==> src/logic/brxf_map.svh <==
// Constants for the block-receive / isochronous-transmit formatter
// What this block does
// [RULE1] Token quadlet precedes header quadlets in FIFO
// [RULE2] Quadlet two: destination ID, then packet control
// [RULE3] Quadlet three: source ID, offset high bits
// [RULE4] Quadlet five: data length then extended code
// [RULE5] Data byte 0 first, final quadlet zero padded
// [RULE6] Last-block flag one on final block
// [RULE7] Speed codes 00/01/10, never 11
// [RULE8] Token counts payload quadlets
// [RULE9] Token holds acknowledge code returned
// [RULE10] Destination ID is bus(10) then node(6)
// [RULE11] Retry code: new, retry_X, retryA, retryB
// [RULE12] Priority bits zero on cable medium
// [RULE13] Offset quadlet aligned; lock response code
// [RULE14] Data length counts block bytes only
// [RULE15] Transaction label passed through unchanged
// [RULE16] Host writes iso packets in send order
// [RULE17] Request bus right after cycle start
// [RULE18] Iso header: byte length and TAG
// [RULE19] Iso header: channel, speed, sync bits
// [RULE20] Host zero-pads final iso quadlet
// [RULE21] Iso header field bit positions assumed
`ifndef BRXF_MAP_SVH
`define BRXF_MAP_SVH
// Token quadlet fields
`define BRXF_TOK_LAST_BIT 31
`define BRXF_TOK_SPD_HI 30
`define BRXF_TOK_SPD_LO 29
`define BRXF_TOK_CNT_HI 28
`define BRXF_TOK_CNT_LO 13
`define BRXF_TOK_TCODE_HI 12
`define BRXF_TOK_TCODE_LO 9
`define BRXF_TOK_ACK_HI 3
`define BRXF_TOK_ACK_LO 0
// Iso transmit header fields
`define BRXF_ISO_LEN_HI 15
`define BRXF_ISO_LEN_LO 0
`define BRXF_ISO_TAG_HI 17
`define BRXF_ISO_TAG_LO 16
`define BRXF_ISO_CHAN_HI 23
`define BRXF_ISO_CHAN_LO 18
`define BRXF_ISO_SPD_HI 27
`define BRXF_ISO_SPD_LO 24
`define BRXF_ISO_SY_HI 31
`define BRXF_ISO_SY_LO 28
`define BRXF_SPD_UNDEF 2'h3
`define BRXF_SPD_400 2'h2
`define BRXF_HDR_QUADS 3'h4
`endif

==> src/logic/brxf_pkg.sv <==
// Types shared by both ends of the formatter link
package brxf_pkg;
  typedef enum logic [1:0] {BRXF_RT_NEW = 2'h0, BRXF_RT_RETRY_X = 2'h1,
                            BRXF_RT_RETRY_A = 2'h2, BRXF_RT_RETRY_B = 2'h3} brxf_rt_t;
  typedef enum logic [1:0] {BRXF_TAG_FMT = 2'h0, BRXF_TAG_CIP = 2'h1,
                            BRXF_TAG_RSV2 = 2'h2, BRXF_TAG_RSV3 = 2'h3} brxf_tag_t;
  typedef struct packed {
    logic [9:0] bus_num;
    logic [5:0] node_num;
  } brxf_node_id_t;
endpackage

==> src/logic/brxf_if.sv <==
// Link between device formatter end and host FIFO end
`timescale 1ns/100ps
`default_nettype none
interface brxf_if;
  // Receive FIFO stream, device to host
  logic [31:0] rx_data;
  logic rx_valid;
  logic rx_ready;
  logic rx_last;
  // Iso transmit FIFO stream, host to device
  logic [31:0] iso_data;
  logic iso_valid;
  logic iso_ready;
  logic iso_last;
  modport device (output rx_data, output rx_valid, output rx_last, input rx_ready,
                  input iso_data, input iso_valid, input iso_last, output iso_ready);
  modport host (input rx_data, input rx_valid, input rx_last, output rx_ready,
                output iso_data, output iso_valid, output iso_last, input iso_ready);
endinterface
`default_nettype wire

==> src/logic/brxf_device.sv <==
// Device end: block-receive FIFO writer and iso transmit parser
`timescale 1ns/100ps
`default_nettype none
`include "brxf_map.svh"
module brxf_device
  import brxf_pkg::*;
(
  // Clock and reset
  input wire logic SYS_CLK,
  input wire logic RST_N,
  // Received packet from link core
  input wire logic PKT_START,
  input wire logic [1:0] PKT_SPEED,
  input wire logic [3:0] PKT_ACK,
  input wire logic [15:0] PKT_DEST_ID,
  input wire logic [5:0] PKT_TLABEL,
  input wire logic [1:0] PKT_RT,
  input wire logic [3:0] PKT_TCODE,
  input wire logic [15:0] PKT_SRC_ID,
  input wire logic [47:0] PKT_OFFSET,
  input wire logic [15:0] PKT_LENGTH,
  input wire logic [15:0] PKT_EXT_TCODE,
  input wire logic [7:0] PKT_BYTE,
  input wire logic PKT_BYTE_VALID,
  output logic PKT_BUSY,
  // Decoded header view
  output logic [9:0] DEST_BUS,
  output logic [5:0] DEST_NODE,
  output logic [3:0] LOCK_RCODE,
  output logic RT_IS_RETRY,
  // Iso transmit to link core
  input wire logic CYCLE_START,
  output logic ISO_BUS_REQ,
  output logic [15:0] ISO_LENGTH,
  output logic [1:0] ISO_TAG,
  output logic [5:0] ISO_CHAN,
  output logic [3:0] ISO_SPEED,
  output logic [3:0] ISO_SY,
  output logic ISO_HDR_VALID,
  // FIFO link
  brxf_if.device link
);
  // ----------------------------------------
  // Receive formatter
  // ----------------------------------------
  typedef enum logic [2:0] {BRXF_S_IDLE = 3'h0, BRXF_S_HDR = 3'h1, BRXF_S_DATA = 3'h3,
                            BRXF_S_FLUSH = 3'h2} brxf_state_t;
  brxf_state_t state_reg;
  logic [31:0] hdr_reg [0:4];
  logic [2:0] hdr_idx_reg;
  logic [31:0] acc_reg;
  logic [1:0] byte_idx_reg;
  logic acc_full_reg;
  logic [15:0] bytes_left_reg;
  logic [15:0] quads_left_reg;
  logic [31:0] tok;
  logic [15:0] nquads;
  logic [1:0] spd_safe;

  always_comb begin
    nquads = 16'((32'(PKT_LENGTH) + 32'h3) >> 2); // RULE8
    spd_safe = (PKT_SPEED == `BRXF_SPD_UNDEF) ? `BRXF_SPD_400 : PKT_SPEED; // RULE7
    tok = 32'h0;
    tok[`BRXF_TOK_LAST_BIT] = 1'b1; // RULE6
    tok[`BRXF_TOK_SPD_HI:`BRXF_TOK_SPD_LO] = spd_safe; // RULE7
    tok[`BRXF_TOK_CNT_HI:`BRXF_TOK_CNT_LO] = nquads; // RULE8
    tok[`BRXF_TOK_TCODE_HI:`BRXF_TOK_TCODE_LO] = PKT_TCODE;
    tok[`BRXF_TOK_ACK_HI:`BRXF_TOK_ACK_LO] = PKT_ACK; // RULE9
  end

  // Capture whole header at start; priority forced zero for cable medium
  always_ff @(posedge SYS_CLK or negedge RST_N) begin
    if (!RST_N) begin
      for (int i = 0; i < 5; i++) begin
        hdr_reg[i] <= 32'h0;
      end
    end else if (state_reg == BRXF_S_IDLE && PKT_START) begin
      hdr_reg[0] <= tok; // RULE1
      hdr_reg[1] <= {PKT_DEST_ID, PKT_TLABEL, PKT_RT, PKT_TCODE, 4'h0}; // RULE2 RULE12 RULE15
      hdr_reg[2] <= {PKT_SRC_ID, PKT_OFFSET[47:32]}; // RULE3
      hdr_reg[3] <= {PKT_OFFSET[31:2], 2'h0}; // RULE13
      hdr_reg[4] <= {PKT_LENGTH, PKT_EXT_TCODE}; // RULE4 RULE14
    end
  end

  // Decoded views of the held header
  always_ff @(posedge SYS_CLK or negedge RST_N) begin
    if (!RST_N) begin
      DEST_BUS <= 10'h0;
      DEST_NODE <= 6'h0;
      LOCK_RCODE <= 4'h0;
      RT_IS_RETRY <= 1'b0;
    end else if (state_reg == BRXF_S_IDLE && PKT_START) begin
      DEST_BUS <= PKT_DEST_ID[15:6]; // RULE10
      DEST_NODE <= PKT_DEST_ID[5:0]; // RULE10
      LOCK_RCODE <= PKT_OFFSET[47:44]; // RULE13
      RT_IS_RETRY <= (brxf_rt_t'(PKT_RT) != BRXF_RT_NEW); // RULE11
    end
  end

  // Sequencer: token, four header quadlets, packed data
  always_ff @(posedge SYS_CLK or negedge RST_N) begin
    if (!RST_N) begin
      state_reg <= BRXF_S_IDLE;
      hdr_idx_reg <= 3'h0;
      bytes_left_reg <= 16'h0;
      quads_left_reg <= 16'h0;
    end else begin
      unique case (state_reg)
        BRXF_S_IDLE: begin
          if (PKT_START) begin
            state_reg <= BRXF_S_HDR;
            hdr_idx_reg <= 3'h0;
            bytes_left_reg <= PKT_LENGTH;
            quads_left_reg <= nquads;
          end
        end
        BRXF_S_HDR: begin
          if (link.rx_ready) begin
            hdr_idx_reg <= hdr_idx_reg + 3'h1;
            if (hdr_idx_reg == `BRXF_HDR_QUADS) begin
              state_reg <= (quads_left_reg == 16'h0) ? BRXF_S_IDLE : BRXF_S_DATA; // RULE4
            end
          end
        end
        BRXF_S_DATA: begin
          if (PKT_BYTE_VALID && !acc_full_reg) begin
            bytes_left_reg <= bytes_left_reg - 16'h1;
          end
          if (acc_full_reg && link.rx_ready) begin
            quads_left_reg <= quads_left_reg - 16'h1;
            if (quads_left_reg == 16'h1) begin
              state_reg <= BRXF_S_IDLE;
            end
          end else if (!acc_full_reg && bytes_left_reg == 16'h0) begin
            state_reg <= BRXF_S_FLUSH;
          end
        end
        BRXF_S_FLUSH: begin
          if (acc_full_reg && link.rx_ready) begin
            state_reg <= BRXF_S_IDLE;
          end
        end
      endcase
    end
  end

  // Byte packer: byte 0 in top lane, zero fill on the tail
  always_ff @(posedge SYS_CLK or negedge RST_N) begin
    if (!RST_N) begin
      acc_reg <= 32'h0;
      byte_idx_reg <= 2'h0;
      acc_full_reg <= 1'b0;
    end else if (acc_full_reg) begin
      if (link.rx_ready) begin
        acc_full_reg <= 1'b0;
        acc_reg <= 32'h0;
      end
    end else if (state_reg == BRXF_S_DATA && PKT_BYTE_VALID && bytes_left_reg != 16'h0) begin
      acc_reg[31 - 8 * byte_idx_reg -: 8] <= PKT_BYTE; // RULE5
      byte_idx_reg <= byte_idx_reg + 2'h1;
      acc_full_reg <= (byte_idx_reg == 2'h3) || (bytes_left_reg == 16'h1);
    end else if (state_reg == BRXF_S_FLUSH || (state_reg == BRXF_S_IDLE && PKT_START)) begin
      byte_idx_reg <= 2'h0;
      acc_full_reg <= (state_reg == BRXF_S_FLUSH) && (byte_idx_reg != 2'h0); // RULE5
    end
  end

  assign link.rx_valid = (state_reg == BRXF_S_HDR) || acc_full_reg;
  assign link.rx_data = (state_reg == BRXF_S_HDR) ? hdr_reg[hdr_idx_reg] : acc_reg; // RULE1
  assign link.rx_last = link.rx_valid &&
    (((state_reg == BRXF_S_HDR) && hdr_idx_reg == `BRXF_HDR_QUADS && quads_left_reg == 16'h0) ||
     ((state_reg != BRXF_S_HDR) && quads_left_reg == 16'h1));
  assign PKT_BUSY = (state_reg != BRXF_S_IDLE) || acc_full_reg;

  // ----------------------------------------
  // Iso transmit parser
  // ----------------------------------------
  logic iso_in_pkt_reg;
  logic iso_pending_reg;
  logic cycle_seen_reg;

  assign link.iso_ready = 1'b1;

  always_ff @(posedge SYS_CLK or negedge RST_N) begin
    if (!RST_N) begin
      iso_in_pkt_reg <= 1'b0;
      ISO_LENGTH <= 16'h0;
      ISO_TAG <= 2'h0;
      ISO_CHAN <= 6'h0;
      ISO_SPEED <= 4'h0;
      ISO_SY <= 4'h0;
      ISO_HDR_VALID <= 1'b0;
    end else begin
      ISO_HDR_VALID <= 1'b0;
      if (link.iso_valid) begin
        if (!iso_in_pkt_reg) begin
          ISO_LENGTH <= link.iso_data[`BRXF_ISO_LEN_HI:`BRXF_ISO_LEN_LO]; // RULE18 RULE21
          ISO_TAG <= link.iso_data[`BRXF_ISO_TAG_HI:`BRXF_ISO_TAG_LO]; // RULE18 RULE21
          ISO_CHAN <= link.iso_data[`BRXF_ISO_CHAN_HI:`BRXF_ISO_CHAN_LO]; // RULE19 RULE21
          ISO_SPEED <= link.iso_data[`BRXF_ISO_SPD_HI:`BRXF_ISO_SPD_LO]; // RULE19 RULE21
          ISO_SY <= link.iso_data[`BRXF_ISO_SY_HI:`BRXF_ISO_SY_LO]; // RULE19 RULE21
          ISO_HDR_VALID <= 1'b1;
        end
        iso_in_pkt_reg <= !link.iso_last;
      end
    end
  end

  // Pending set wins over the clear one cycle after cycle start
  always_ff @(posedge SYS_CLK or negedge RST_N) begin
    if (!RST_N) begin
      iso_pending_reg <= 1'b0;
      cycle_seen_reg <= 1'b0;
      ISO_BUS_REQ <= 1'b0;
    end else begin
      cycle_seen_reg <= CYCLE_START;
      ISO_BUS_REQ <= CYCLE_START && (iso_pending_reg || link.iso_valid); // RULE17
      if (link.iso_valid && !iso_in_pkt_reg) begin
        iso_pending_reg <= 1'b1;
      end else if (cycle_seen_reg) begin
        iso_pending_reg <= 1'b0;
      end
    end
  end
endmodule
`default_nettype wire

==> src/flat_wrapper.sv <==
// flat-port wrapper written by rule: the top's interface ports become plain ports
module brxf_device_flat import brxf_pkg::*;
  (SYS_CLK, RST_N, PKT_START, PKT_SPEED, PKT_ACK, PKT_DEST_ID, PKT_TLABEL, PKT_RT, PKT_TCODE, PKT_SRC_ID, PKT_OFFSET, PKT_LENGTH, PKT_EXT_TCODE, PKT_BYTE, PKT_BYTE_VALID, PKT_BUSY, DEST_BUS, DEST_NODE, LOCK_RCODE, RT_IS_RETRY, CYCLE_START, ISO_BUS_REQ, ISO_LENGTH, ISO_TAG, ISO_CHAN, ISO_SPEED, ISO_SY, ISO_HDR_VALID, link_rx_data, link_rx_valid, link_rx_last, link_rx_ready, link_iso_data, link_iso_valid, link_iso_last, link_iso_ready);
  brxf_if link_i ();
  input wire logic SYS_CLK;
  input wire logic RST_N;
  input wire logic PKT_START;
  input wire logic [1:0] PKT_SPEED;
  input wire logic [3:0] PKT_ACK;
  input wire logic [15:0] PKT_DEST_ID;
  input wire logic [5:0] PKT_TLABEL;
  input wire logic [1:0] PKT_RT;
  input wire logic [3:0] PKT_TCODE;
  input wire logic [15:0] PKT_SRC_ID;
  input wire logic [47:0] PKT_OFFSET;
  input wire logic [15:0] PKT_LENGTH;
  input wire logic [15:0] PKT_EXT_TCODE;
  input wire logic [7:0] PKT_BYTE;
  input wire logic PKT_BYTE_VALID;
  output logic PKT_BUSY;
  output logic [9:0] DEST_BUS;
  output logic [5:0] DEST_NODE;
  output logic [3:0] LOCK_RCODE;
  output logic RT_IS_RETRY;
  input wire logic CYCLE_START;
  output logic ISO_BUS_REQ;
  output logic [15:0] ISO_LENGTH;
  output logic [1:0] ISO_TAG;
  output logic [5:0] ISO_CHAN;
  output logic [3:0] ISO_SPEED;
  output logic [3:0] ISO_SY;
  output logic ISO_HDR_VALID;
  output wire logic [$bits(link_i.rx_data)-1:0] link_rx_data;
  output wire logic [$bits(link_i.rx_valid)-1:0] link_rx_valid;
  output wire logic [$bits(link_i.rx_last)-1:0] link_rx_last;
  input wire logic [$bits(link_i.rx_ready)-1:0] link_rx_ready;
  input wire logic [$bits(link_i.iso_data)-1:0] link_iso_data;
  input wire logic [$bits(link_i.iso_valid)-1:0] link_iso_valid;
  input wire logic [$bits(link_i.iso_last)-1:0] link_iso_last;
  output wire logic [$bits(link_i.iso_ready)-1:0] link_iso_ready;
  assign link_rx_data = link_i.rx_data;
  assign link_rx_valid = link_i.rx_valid;
  assign link_rx_last = link_i.rx_last;
  assign link_i.rx_ready = link_rx_ready;
  assign link_i.iso_data = link_iso_data;
  assign link_i.iso_valid = link_iso_valid;
  assign link_i.iso_last = link_iso_last;
  assign link_iso_ready = link_i.iso_ready;
  brxf_device u_core (.SYS_CLK(SYS_CLK), .RST_N(RST_N), .PKT_START(PKT_START), .PKT_SPEED(PKT_SPEED), .PKT_ACK(PKT_ACK), .PKT_DEST_ID(PKT_DEST_ID), .PKT_TLABEL(PKT_TLABEL), .PKT_RT(PKT_RT), .PKT_TCODE(PKT_TCODE), .PKT_SRC_ID(PKT_SRC_ID), .PKT_OFFSET(PKT_OFFSET), .PKT_LENGTH(PKT_LENGTH), .PKT_EXT_TCODE(PKT_EXT_TCODE), .PKT_BYTE(PKT_BYTE), .PKT_BYTE_VALID(PKT_BYTE_VALID), .PKT_BUSY(PKT_BUSY), .DEST_BUS(DEST_BUS), .DEST_NODE(DEST_NODE), .LOCK_RCODE(LOCK_RCODE), .RT_IS_RETRY(RT_IS_RETRY), .CYCLE_START(CYCLE_START), .ISO_BUS_REQ(ISO_BUS_REQ), .ISO_LENGTH(ISO_LENGTH), .ISO_TAG(ISO_TAG), .ISO_CHAN(ISO_CHAN), .ISO_SPEED(ISO_SPEED), .ISO_SY(ISO_SY), .ISO_HDR_VALID(ISO_HDR_VALID), .link(link_i));
endmodule
==> config.mk <==
export PLATFORM = sky130hd
export DESIGN_NAME = brxf_device_flat
export DESIGN_NICKNAME = d
export VERILOG_FILES = /design/src/logic/brxf_pkg.sv /design/src/logic/brxf_if.sv /design/src/logic/brxf_device.sv /design/src/flat_wrapper.sv
export VERILOG_INCLUDE_DIRS = /design/src /design/src/logic
export SDC_FILE = /design/constraint.sdc
export NUM_CORES = 1
export LEC_CHECK = 0
export BUFFER_PORTS_ARGS = -buffer_cell sky130_fd_sc_hd__buf_2
export CORE_MARGIN = 4
export CORE_UTILIZATION = 45
export DETAILED_ROUTE_END_ITERATION = 8
export GPL_TIMING_DRIVEN = 0
export PLACE_DENSITY = 0.78
export REMOVE_ABC_BUFFERS = 1
export SYNTH_ARGS = -nofsm -noshare
export SYNTH_HDL_FRONTEND = slang
export SYNTH_SLANG_ARGS = --single-unit
==> constraint.sdc <==
create_clock -name SYS_CLK -period 3.4 [get_ports SYS_CLK]
set_clock_uncertainty 0.1 [all_clocks]
set_input_delay 1.02 -clock SYS_CLK [delete_from_list [all_inputs] [get_ports SYS_CLK]]
set_output_delay 1.02 -clock SYS_CLK [all_outputs]
set_load 0.05 [all_outputs]
==> results of run 1 <==
==> through the flow <==
step / cells / power (mW) / TNS [ns] / setup WS, ns
5_1_grt: 2052 / 14.9 / -0.153 / -0.0473
2_1_floorplan: 1330 / 8.85 / -1030.16 / -7.27
4_1_cts: 2047 / 13.9 / 0 / 0.0111
6_report: 2052 / 14.1 / 0 / 0.0582
3_5_place_dp: 1986 / 10.6 / -1.69 / -0.195
3_3_place_gp: 1967 / 10.4 / -2766.49 / -13.41
==> kinds of logic after synthesis <==
kind of cell,synth area share (%)
and+or+nand+nor,22.9
AOI/OAI and AO/OA,13.8
DFF,50.6
buffers and inverters,5.06
muxes,5.57
xor gates and xnor gates,0.907
adders and majority gates,1.10
other,0.0299
==> per-layer routing <==
metal,global-route usage (%),vias to the layer above
li1,-,5285
met1,31.5,5373
met4,7.53,0
met3,4.02,76
met2,37.6,495
met5,0,-
==> what timing repair did <==
item / in CTS / in global routing
setup buffers: 12 / 1
pin swaps: 2 / 2
resized for setup: 36 / 43
endpoints found under the setup margin: 34 / 25
gates cloned: 0 / 0
==> cell usage in the layout (no fill, tap or decap), types with 4 or more instances in the layout <==
cell type  synthesis  routed
nand3_1           48      48
nand4_1            6       6
buf_6              6      16
nor2_1            67      66
a21o_1             7       7
clkbuf_16          0      29
a31oi_1            5       5
clkbuf_4           3       4
nor3_1            14      13
xor2_1             8       8
o211ai_4           4       4
buf_12             0       6
a22oi_1            7       7
o22ai_1           26      20
ha_1              11      11
xnor2_1            5       5
clkbuf_1          72      11
mux2_2            39      39
a21oi_1           65      63
o211ai_1           4       4
diode_2            0       4
or2_2              5       5
a22o_1             4       4
o21ai_1            0      10
dfrtp_1          254     249
buf_4             21      26
o22a_1            26      26
nand2_1          513     512
clkbuf_8           0       7
buf_2              4     239
inv_1             15      13
nor4_1             5       5
or4_1              7       5
or3_1              8       8
mux2i_1           26      26
o22ai_2            0       6
o21ai_0           98      88
buf_16             0       5
==> final cells by class <==
| cell class | count | area [um2] |
|---|---|---|
| flip-flops and latches | 254 | 6370 |
| clock buffers | 47 | 863 |
| repair buffers | 297 | 1870 |
| clock inverters | 2 | 13.8 |
| multi-input cells | 1060 | 5680 |
| fillers | 2383 | 11800 |
| inverters | 16 | 80.1 |
| well taps | 372 | 465 |
| diodes | 4 | 10.0 |
==> report_power, final <==
| part | internal (mW) | switching [mW] | total (mW) |
|---|---|---|---|
| combinational | 2.21 | 3.98 | 6.19 |
| clock | 1.71 | 1.21 | 2.92 |
| sequential | 4.12 | 0.827 | 4.95 |
==> worst max-delay path by stage <==
stage	startpoint	end	depth (start not counted)
2_1_floorplan	PKT_START	u_core.bytes_left_reg[13]	4
6_report	u_core.hdr_idx_reg[0]	link_rx_data[20]	6
3_5_place_dp	u_core.hdr_idx_reg[0]	link_rx_data[6]	5
5_1_grt	u_core.quads_left_reg[4]	link_rx_last	5
4_1_cts	u_core.hdr_idx_reg[0]	link_rx_data[20]	6
3_3_place_gp	PKT_START	u_core.bytes_left_reg[13]	5
==> metrics.md, run 1 <==
| Metric | Value |
|---|---|
| Outcome | finished, final reports clean |
| Initial cell density of the core | 46.2% |
| Worst path bufs/invs | 2 |
| CP Class | flop to output pin |
| WL/cell | 17.8 um |
| Number of synthesized register bits | 254 |
| Max Used Layer | met4 |
| FF-to-FF setup slack | 0.60 ns |
| Layout Area Growth over Synthesis | 22.3% |
| Critical Path, Cell by Cell | or2_4 -> buf_16 -> o22a_1 -> o22ai_2 -> o21ai_0 -> clkbuf_4 |
| Yosys top cell by area | dfrtp_1 |
| Mapped Area | 0.0126 mm2 |
| Final hold violation count | 0 |
| Synth Instances | 1446 |
| Largest net degree at the start of global routing | 97 |
| WP data required | 2.28 ns |
| Unrepaired setup endpoints after global routing | true |
| Top-count cell post-synth | nand2_1 |
| P_leak | 7.54 nW |
| Routed met3 length | 3010 um |
| # rows | 60 |
| Post-synth top flop | dfrtp_1 |
| Crit-path max FO | 16 |
| DRC Markers | 0 |
| Horiz. Die Dim | 175 um |
| Worst-path clk slew | 0.07 ns |
| Total core area | 0.0272 mm2 |
| Synth Warn # | 0 |
| Async SR Flop Fraction | 100% |
| Worst reg2reg path depth | 4 |
| CP peak stage delay | 0.52 ns |
| Met2 routed WL | 17200 um |
| Skew-Pair Late Insertion Delay | 0.54 ns |
| Hold_ws | 0.344 ns |
| GRT Total Usage | 23.1% |
| Gpl congestion | 0.881 |
| I/O pin total | 269 |
| Synth Area per Inst | 8.69 um2 |
| Hold Buf Count CTS | 0 |
| Worst slew pin tran | 1.29 ns |
| Final min period | 3.34 ns |
| Post-synth top area share | 50.6% |
| Tcrit/Tclk final | 98.3% |
| Sequential fraction of the synthesis area | 50.6% |
| EDFF count, synth | 0 |
| Initial antenna violation count | 4 |
| # clock sinks | 254 |
| CTS Buf Count | 28 |
| Layout cells sized above 1 | 24.8% |
| Max-cap violations | 0 |
| Crit path max-delay family | flip-flops |
| Post-synth top cells | 513 x nand2_1, 254 x dfrtp_1, 98 x o21ai_0, 72 x clkbuf_1, 67 x nor2_1 |
| Number of distinct library cells after synthesis | 67 |
| Port bufs | 265 |
| Slew headroom | 14.2% |
| Die Y | 175 um |
| Global-route wire length before repair | 58300 um |
| Vias in the first global route | 11100 |
| First-pass iteration count of the detailed router | 5 |
| Vias per cell | 5.47 |
| DRT iter0 DRCs | 1108 |
| Crit path DAT | 2.22 ns |
| Slowest-stage cell, CP | dfrtp_4 |
| Area contributors post-synth | dfrtp_1 51%, nand2_1 15%, o21ai_0 3.9% |
| RR Endpoint | u_core.quads_left_reg[13] |
| Root Driver | clkbuf_16 |
| Die area | 0.0306 mm2 |
| Final Setup Violations | 0 |
| Pwr dens | 915 mW/mm2 |
| Fin util | 56.5% |
| Routed Antenna Nets | 0 |
| CTS tree | yes |
| Via count | 11200 |
| Max reg flops | 127 |
| Clock Path Buffers | 3 |
| Worst min-delay path class | input port to asynchronous set/reset pin |
| Final WL | 36500 um |
| FF-to-FF Start | u_core.state_reg[0] |
| Final net count | 1846 |
| Endpoint type of the worst setup path | output pin |
| Peak supply drop | 0.000639 V |
| Post-Route M1 WL | 15100 um |
| Post-DP HPWL | 24500 um |
| Final slew viol count | 0 |
| Final instance area | 0.0154 mm2 |
| H-tree levels | 1 |
| Cell Area, Placed | 0.0141 mm2 |
| CP Launch Type | flop |
| FMAX | 299 MHz |
| Grt total ovfl | 0 |
Power figures use the tool's default switching activity.
==> inputs of run 2 (changes only) <==
GPL_TIMING_DRIVEN = not set   (was 0)
==> run 2 against run 1 <==
Utilization up 0.42 points. Clock-buffer cell count down 8. Largest cell class unchanged. Non-clock buffer count is 10 higher. Register-to-register slack gained 0.16 ns. Sequential cell count did not move. Setup slack worse by 0.010 ns. Via count decreased by 0.48%. Maximum frequency down 0.31%. Clock power up 11%. Highest routed layer unchanged. Largest power group unchanged. Hold slack got worse by 0.0016 ns.
==> metrics.md, run 2 (synthesis gave the netlist of run 1 again) <==
| Metric | Value |
|---|---|
| P_leak | 7.63 nW (+1.2%) |
| Clock Path Buffers | 3 (unchanged) |
| Setup ws final | 0.0479 ns (-0.0103 ns) |
| Max reg flops | 127 (unchanged) |
| Sequential Power Share | 34.7% (-0.5 points) |
| Fin util | 56.9% (+0.42 points) |
| Final setup TNS | 0 ns (unchanged) |
| Endpoint type of the worst setup path | output pin |
| Crit-path max FO | 20 (+4) |
| Setup WS pre-CTS | 0.426 ns (+0.622 ns) |
| Final min period | 3.35 ns (+0.0103 ns) |
| DRT iter0 DRCs | 816 (-26%) |
| Root Driver | clkbuf_16 |
| I/O pin total | 269 (unchanged) |
| # rows | 60 (unchanged) |
| WL/cell | 17.2 um (-3.3%) |
| Largest net degree at the start of global routing | 97 (unchanged) |
| Routed Antenna Nets | 0 (unchanged) |
| DRC Markers | 0 (unchanged) |
| Leading cell type in the layout, fill and taps excluded | nand2_1 |
| Layout Area Growth over Synthesis | 23.2% |
| Horiz. Die Dim | 175 um (unchanged) |
| CP Class | flop to output pin |
| FF-to-FF setup slack | 0.76 ns (+0.16 ns) |
| Unrepaired setup endpoints after global routing | true |
| Initial cell density of the core | 46.2% (unchanged) |
| Crit path launch | u_core.hdr_idx_reg[0] |
| Global-route wire length before repair | 56700 um (-2.8%) |
| Worst-path clk slew | 0.06 ns (about the same) |
| Most frequent cells in the layout | 512 x nand2_1, 249 x dfrtp_1, 245 x buf_2, 86 x o21ai_0, 65 x nor2_1 |
| CP Launch Type | flop |
| Combinational group share of total power | 42.7% (-1.3 points) |
| Port bufs | 265 (unchanged) |
| H-tree levels | 1 (unchanged) |
| Die Y | 175 um (unchanged) |
| First-pass iteration count of the detailed router | 5 (unchanged) |
| Final slew viol count | 0 (unchanged) |
| CTS tree | yes |
| Grt total ovfl | 0 (unchanged) |
| Initial antenna violation count | 5 (+1) |
| Hold Buf Count CTS | 0 (unchanged) |
| Slew headroom | 34.7% (+21 points) |
| Worst min-delay path class | input port to asynchronous set/reset pin |
| Hold_ws | 0.342 ns (-0.00163 ns) |
| NetSw | 5.95 mW (-1.1%) |
| GRT Total Usage | 22.4% (-0.69 points) |
| Via count | 11200 (-0.48%) |
| WP data required | 2.28 ns (about the same) |
| Vias in the first global route | 10800 (-2.0%) |
| Area of the multi-input gates | 0.00565 mm2 (-0.46%) |
| Die area | 0.0306 mm2 (unchanged) |
| Worst reg2reg path depth | 7 (+3) |
| RR Endpoint | u_core.bytes_left_reg[8] |
| FF-to-FF Start | u_core.bytes_left_reg[0] |
| Final WL | 35500 um (-2.7%) |
| FMAX | 298 MHz (-0.31%) |
| # clock sinks | 254 (unchanged) |
| Total core area | 0.0272 mm2 (unchanged) |
| Final net count | 1856 (+0.54%) |
| CP endpoint | link_rx_data[22] |
| Final hold violation count | 0 (unchanged) |
| Clk pwr share | 22.7% (+1.9 points) |
| Outcome | finished, final reports clean |
| Final Setup Violations | 0 (unchanged) |
| Int Pwr | 8.29 mW (+3.1%) |
| Fillers | 2401 (+0.76%) |
| Sw Share | 41.8% (-1.0 points) |
| Seq. cell area | 0.00636 mm2 (-0.12%) |
| Peak supply drop | 0.000689 V (+7.9%) |
| Tcrit/Tclk final | 98.6% (+0.30 points) |
| Pwr dens | 920 mW/mm2 (+0.54%) |
| Post-DP HPWL | 24900 um (+1.4%) |
| Crit path DAT | 2.23 ns (about the same) |
| Layout cells sized above 1 | 25.7% (+0.93 points) |
| Vias per cell | 5.41 (-1.2%) |
| CTS Buf Count | 28 (unchanged) |
| Skew-Pair Late Insertion Delay | 0.55 ns (about the same) |
| Max-cap violations | 0 (unchanged) |
| Worst slew pin tran | 0.971 ns (-0.316 ns) |
| Gpl congestion | 0.925 (+5.1%) |
run 2: cell count changes in the layout (fill, tap and decap cells not counted), sizes merged:
cell,previous run,this run
buf,293,306
bufinv,0,4
clkbuf,51,40
clkinv,1,9
clkinvlp,1,0
diode,4,5
run 2: layout make-up:
| class | instances | share of cell area (%) |
|---|---|---|
| Sequential cell | 254 | 41.1 |
| Multi-Input combinational cell | 1060 | 36.5 |
| Timing Repair Buffer | 307 | 12.4 |
| Clock buffer | 39 | 5.25 |
| Tap cell | 372 | 3.01 |
| Clock inverter | 13 | 1.25 |
| Inverter | 16 | 0.388 |
| Antenna cell | 5 | 0.0809 |
run 2: routing by layer:
metal  vias up  routed length [um]  global-route usage (%)
li1       5300                   -                       -
met1      5326               15200                    31.1
met2       470               16700                    35.9
met3        79                2560                    3.76
met4         0                1010                    7.46
met5         -                   0                       0
run 2: worst min path at each step:
stage,from,end,slack [ns],depth (start not counted)
6_report,RST_N,u_core.hdr_reg[70],0.34,1
2_1_floorplan,u_core.hdr_reg[159],u_core.hdr_reg[159],0.34,1
4_1_cts,RST_N,u_core.hdr_reg[69],0.36,1
3_5_place_dp,u_core.RT_IS_RETRY,u_core.RT_IS_RETRY,0.35,2
5_1_grt,RST_N,u_core.hdr_reg[69],0.38,1
3_3_place_gp,u_core.RT_IS_RETRY,u_core.RT_IS_RETRY,0.35,2
run 2: timing repair:
action / in CTS / in global routing
endpoints found under the setup margin: 23 / 22
pin swaps: 1 / 4
cloned: 0 / 0
resized for setup: 10 / 41
buffers inserted: 1 / 6
run 2: stage by stage:
step / total power [mW] / cells / area (um2)
4_1_cts: 14.1 / 2055 / 15300
3_5_place_dp: 10.8 / 2002 / 14300
5_1_grt: 15.1 / 2065 / 15500
2_1_floorplan: 8.85 / 1330 / 12000
3_3_place_gp: 10.6 / 2002 / 14300
6_report: 14.2 / 2066 / 15500
run 2: power by group through the flow:
stage	Sequential, mW	Clock [mW]	Combinational [mW]
floorplan	5.57	0	3.28
global placement	4.88	0	5.69
detailed placement	4.94	0	5.84
CTS	4.91	3.27	5.92
global route	5.08	3.41	6.62
finish	4.94	3.23	6.07
run 2: critical path, stage by stage (launching register included):
cell,delay (ns)
dfrtp_2,0.46
or2_4,0.27
buf_12,0.16
o22a_1,0.19
o22ai_1,0.20
o21ai_1,0.18
buf_12,0.20
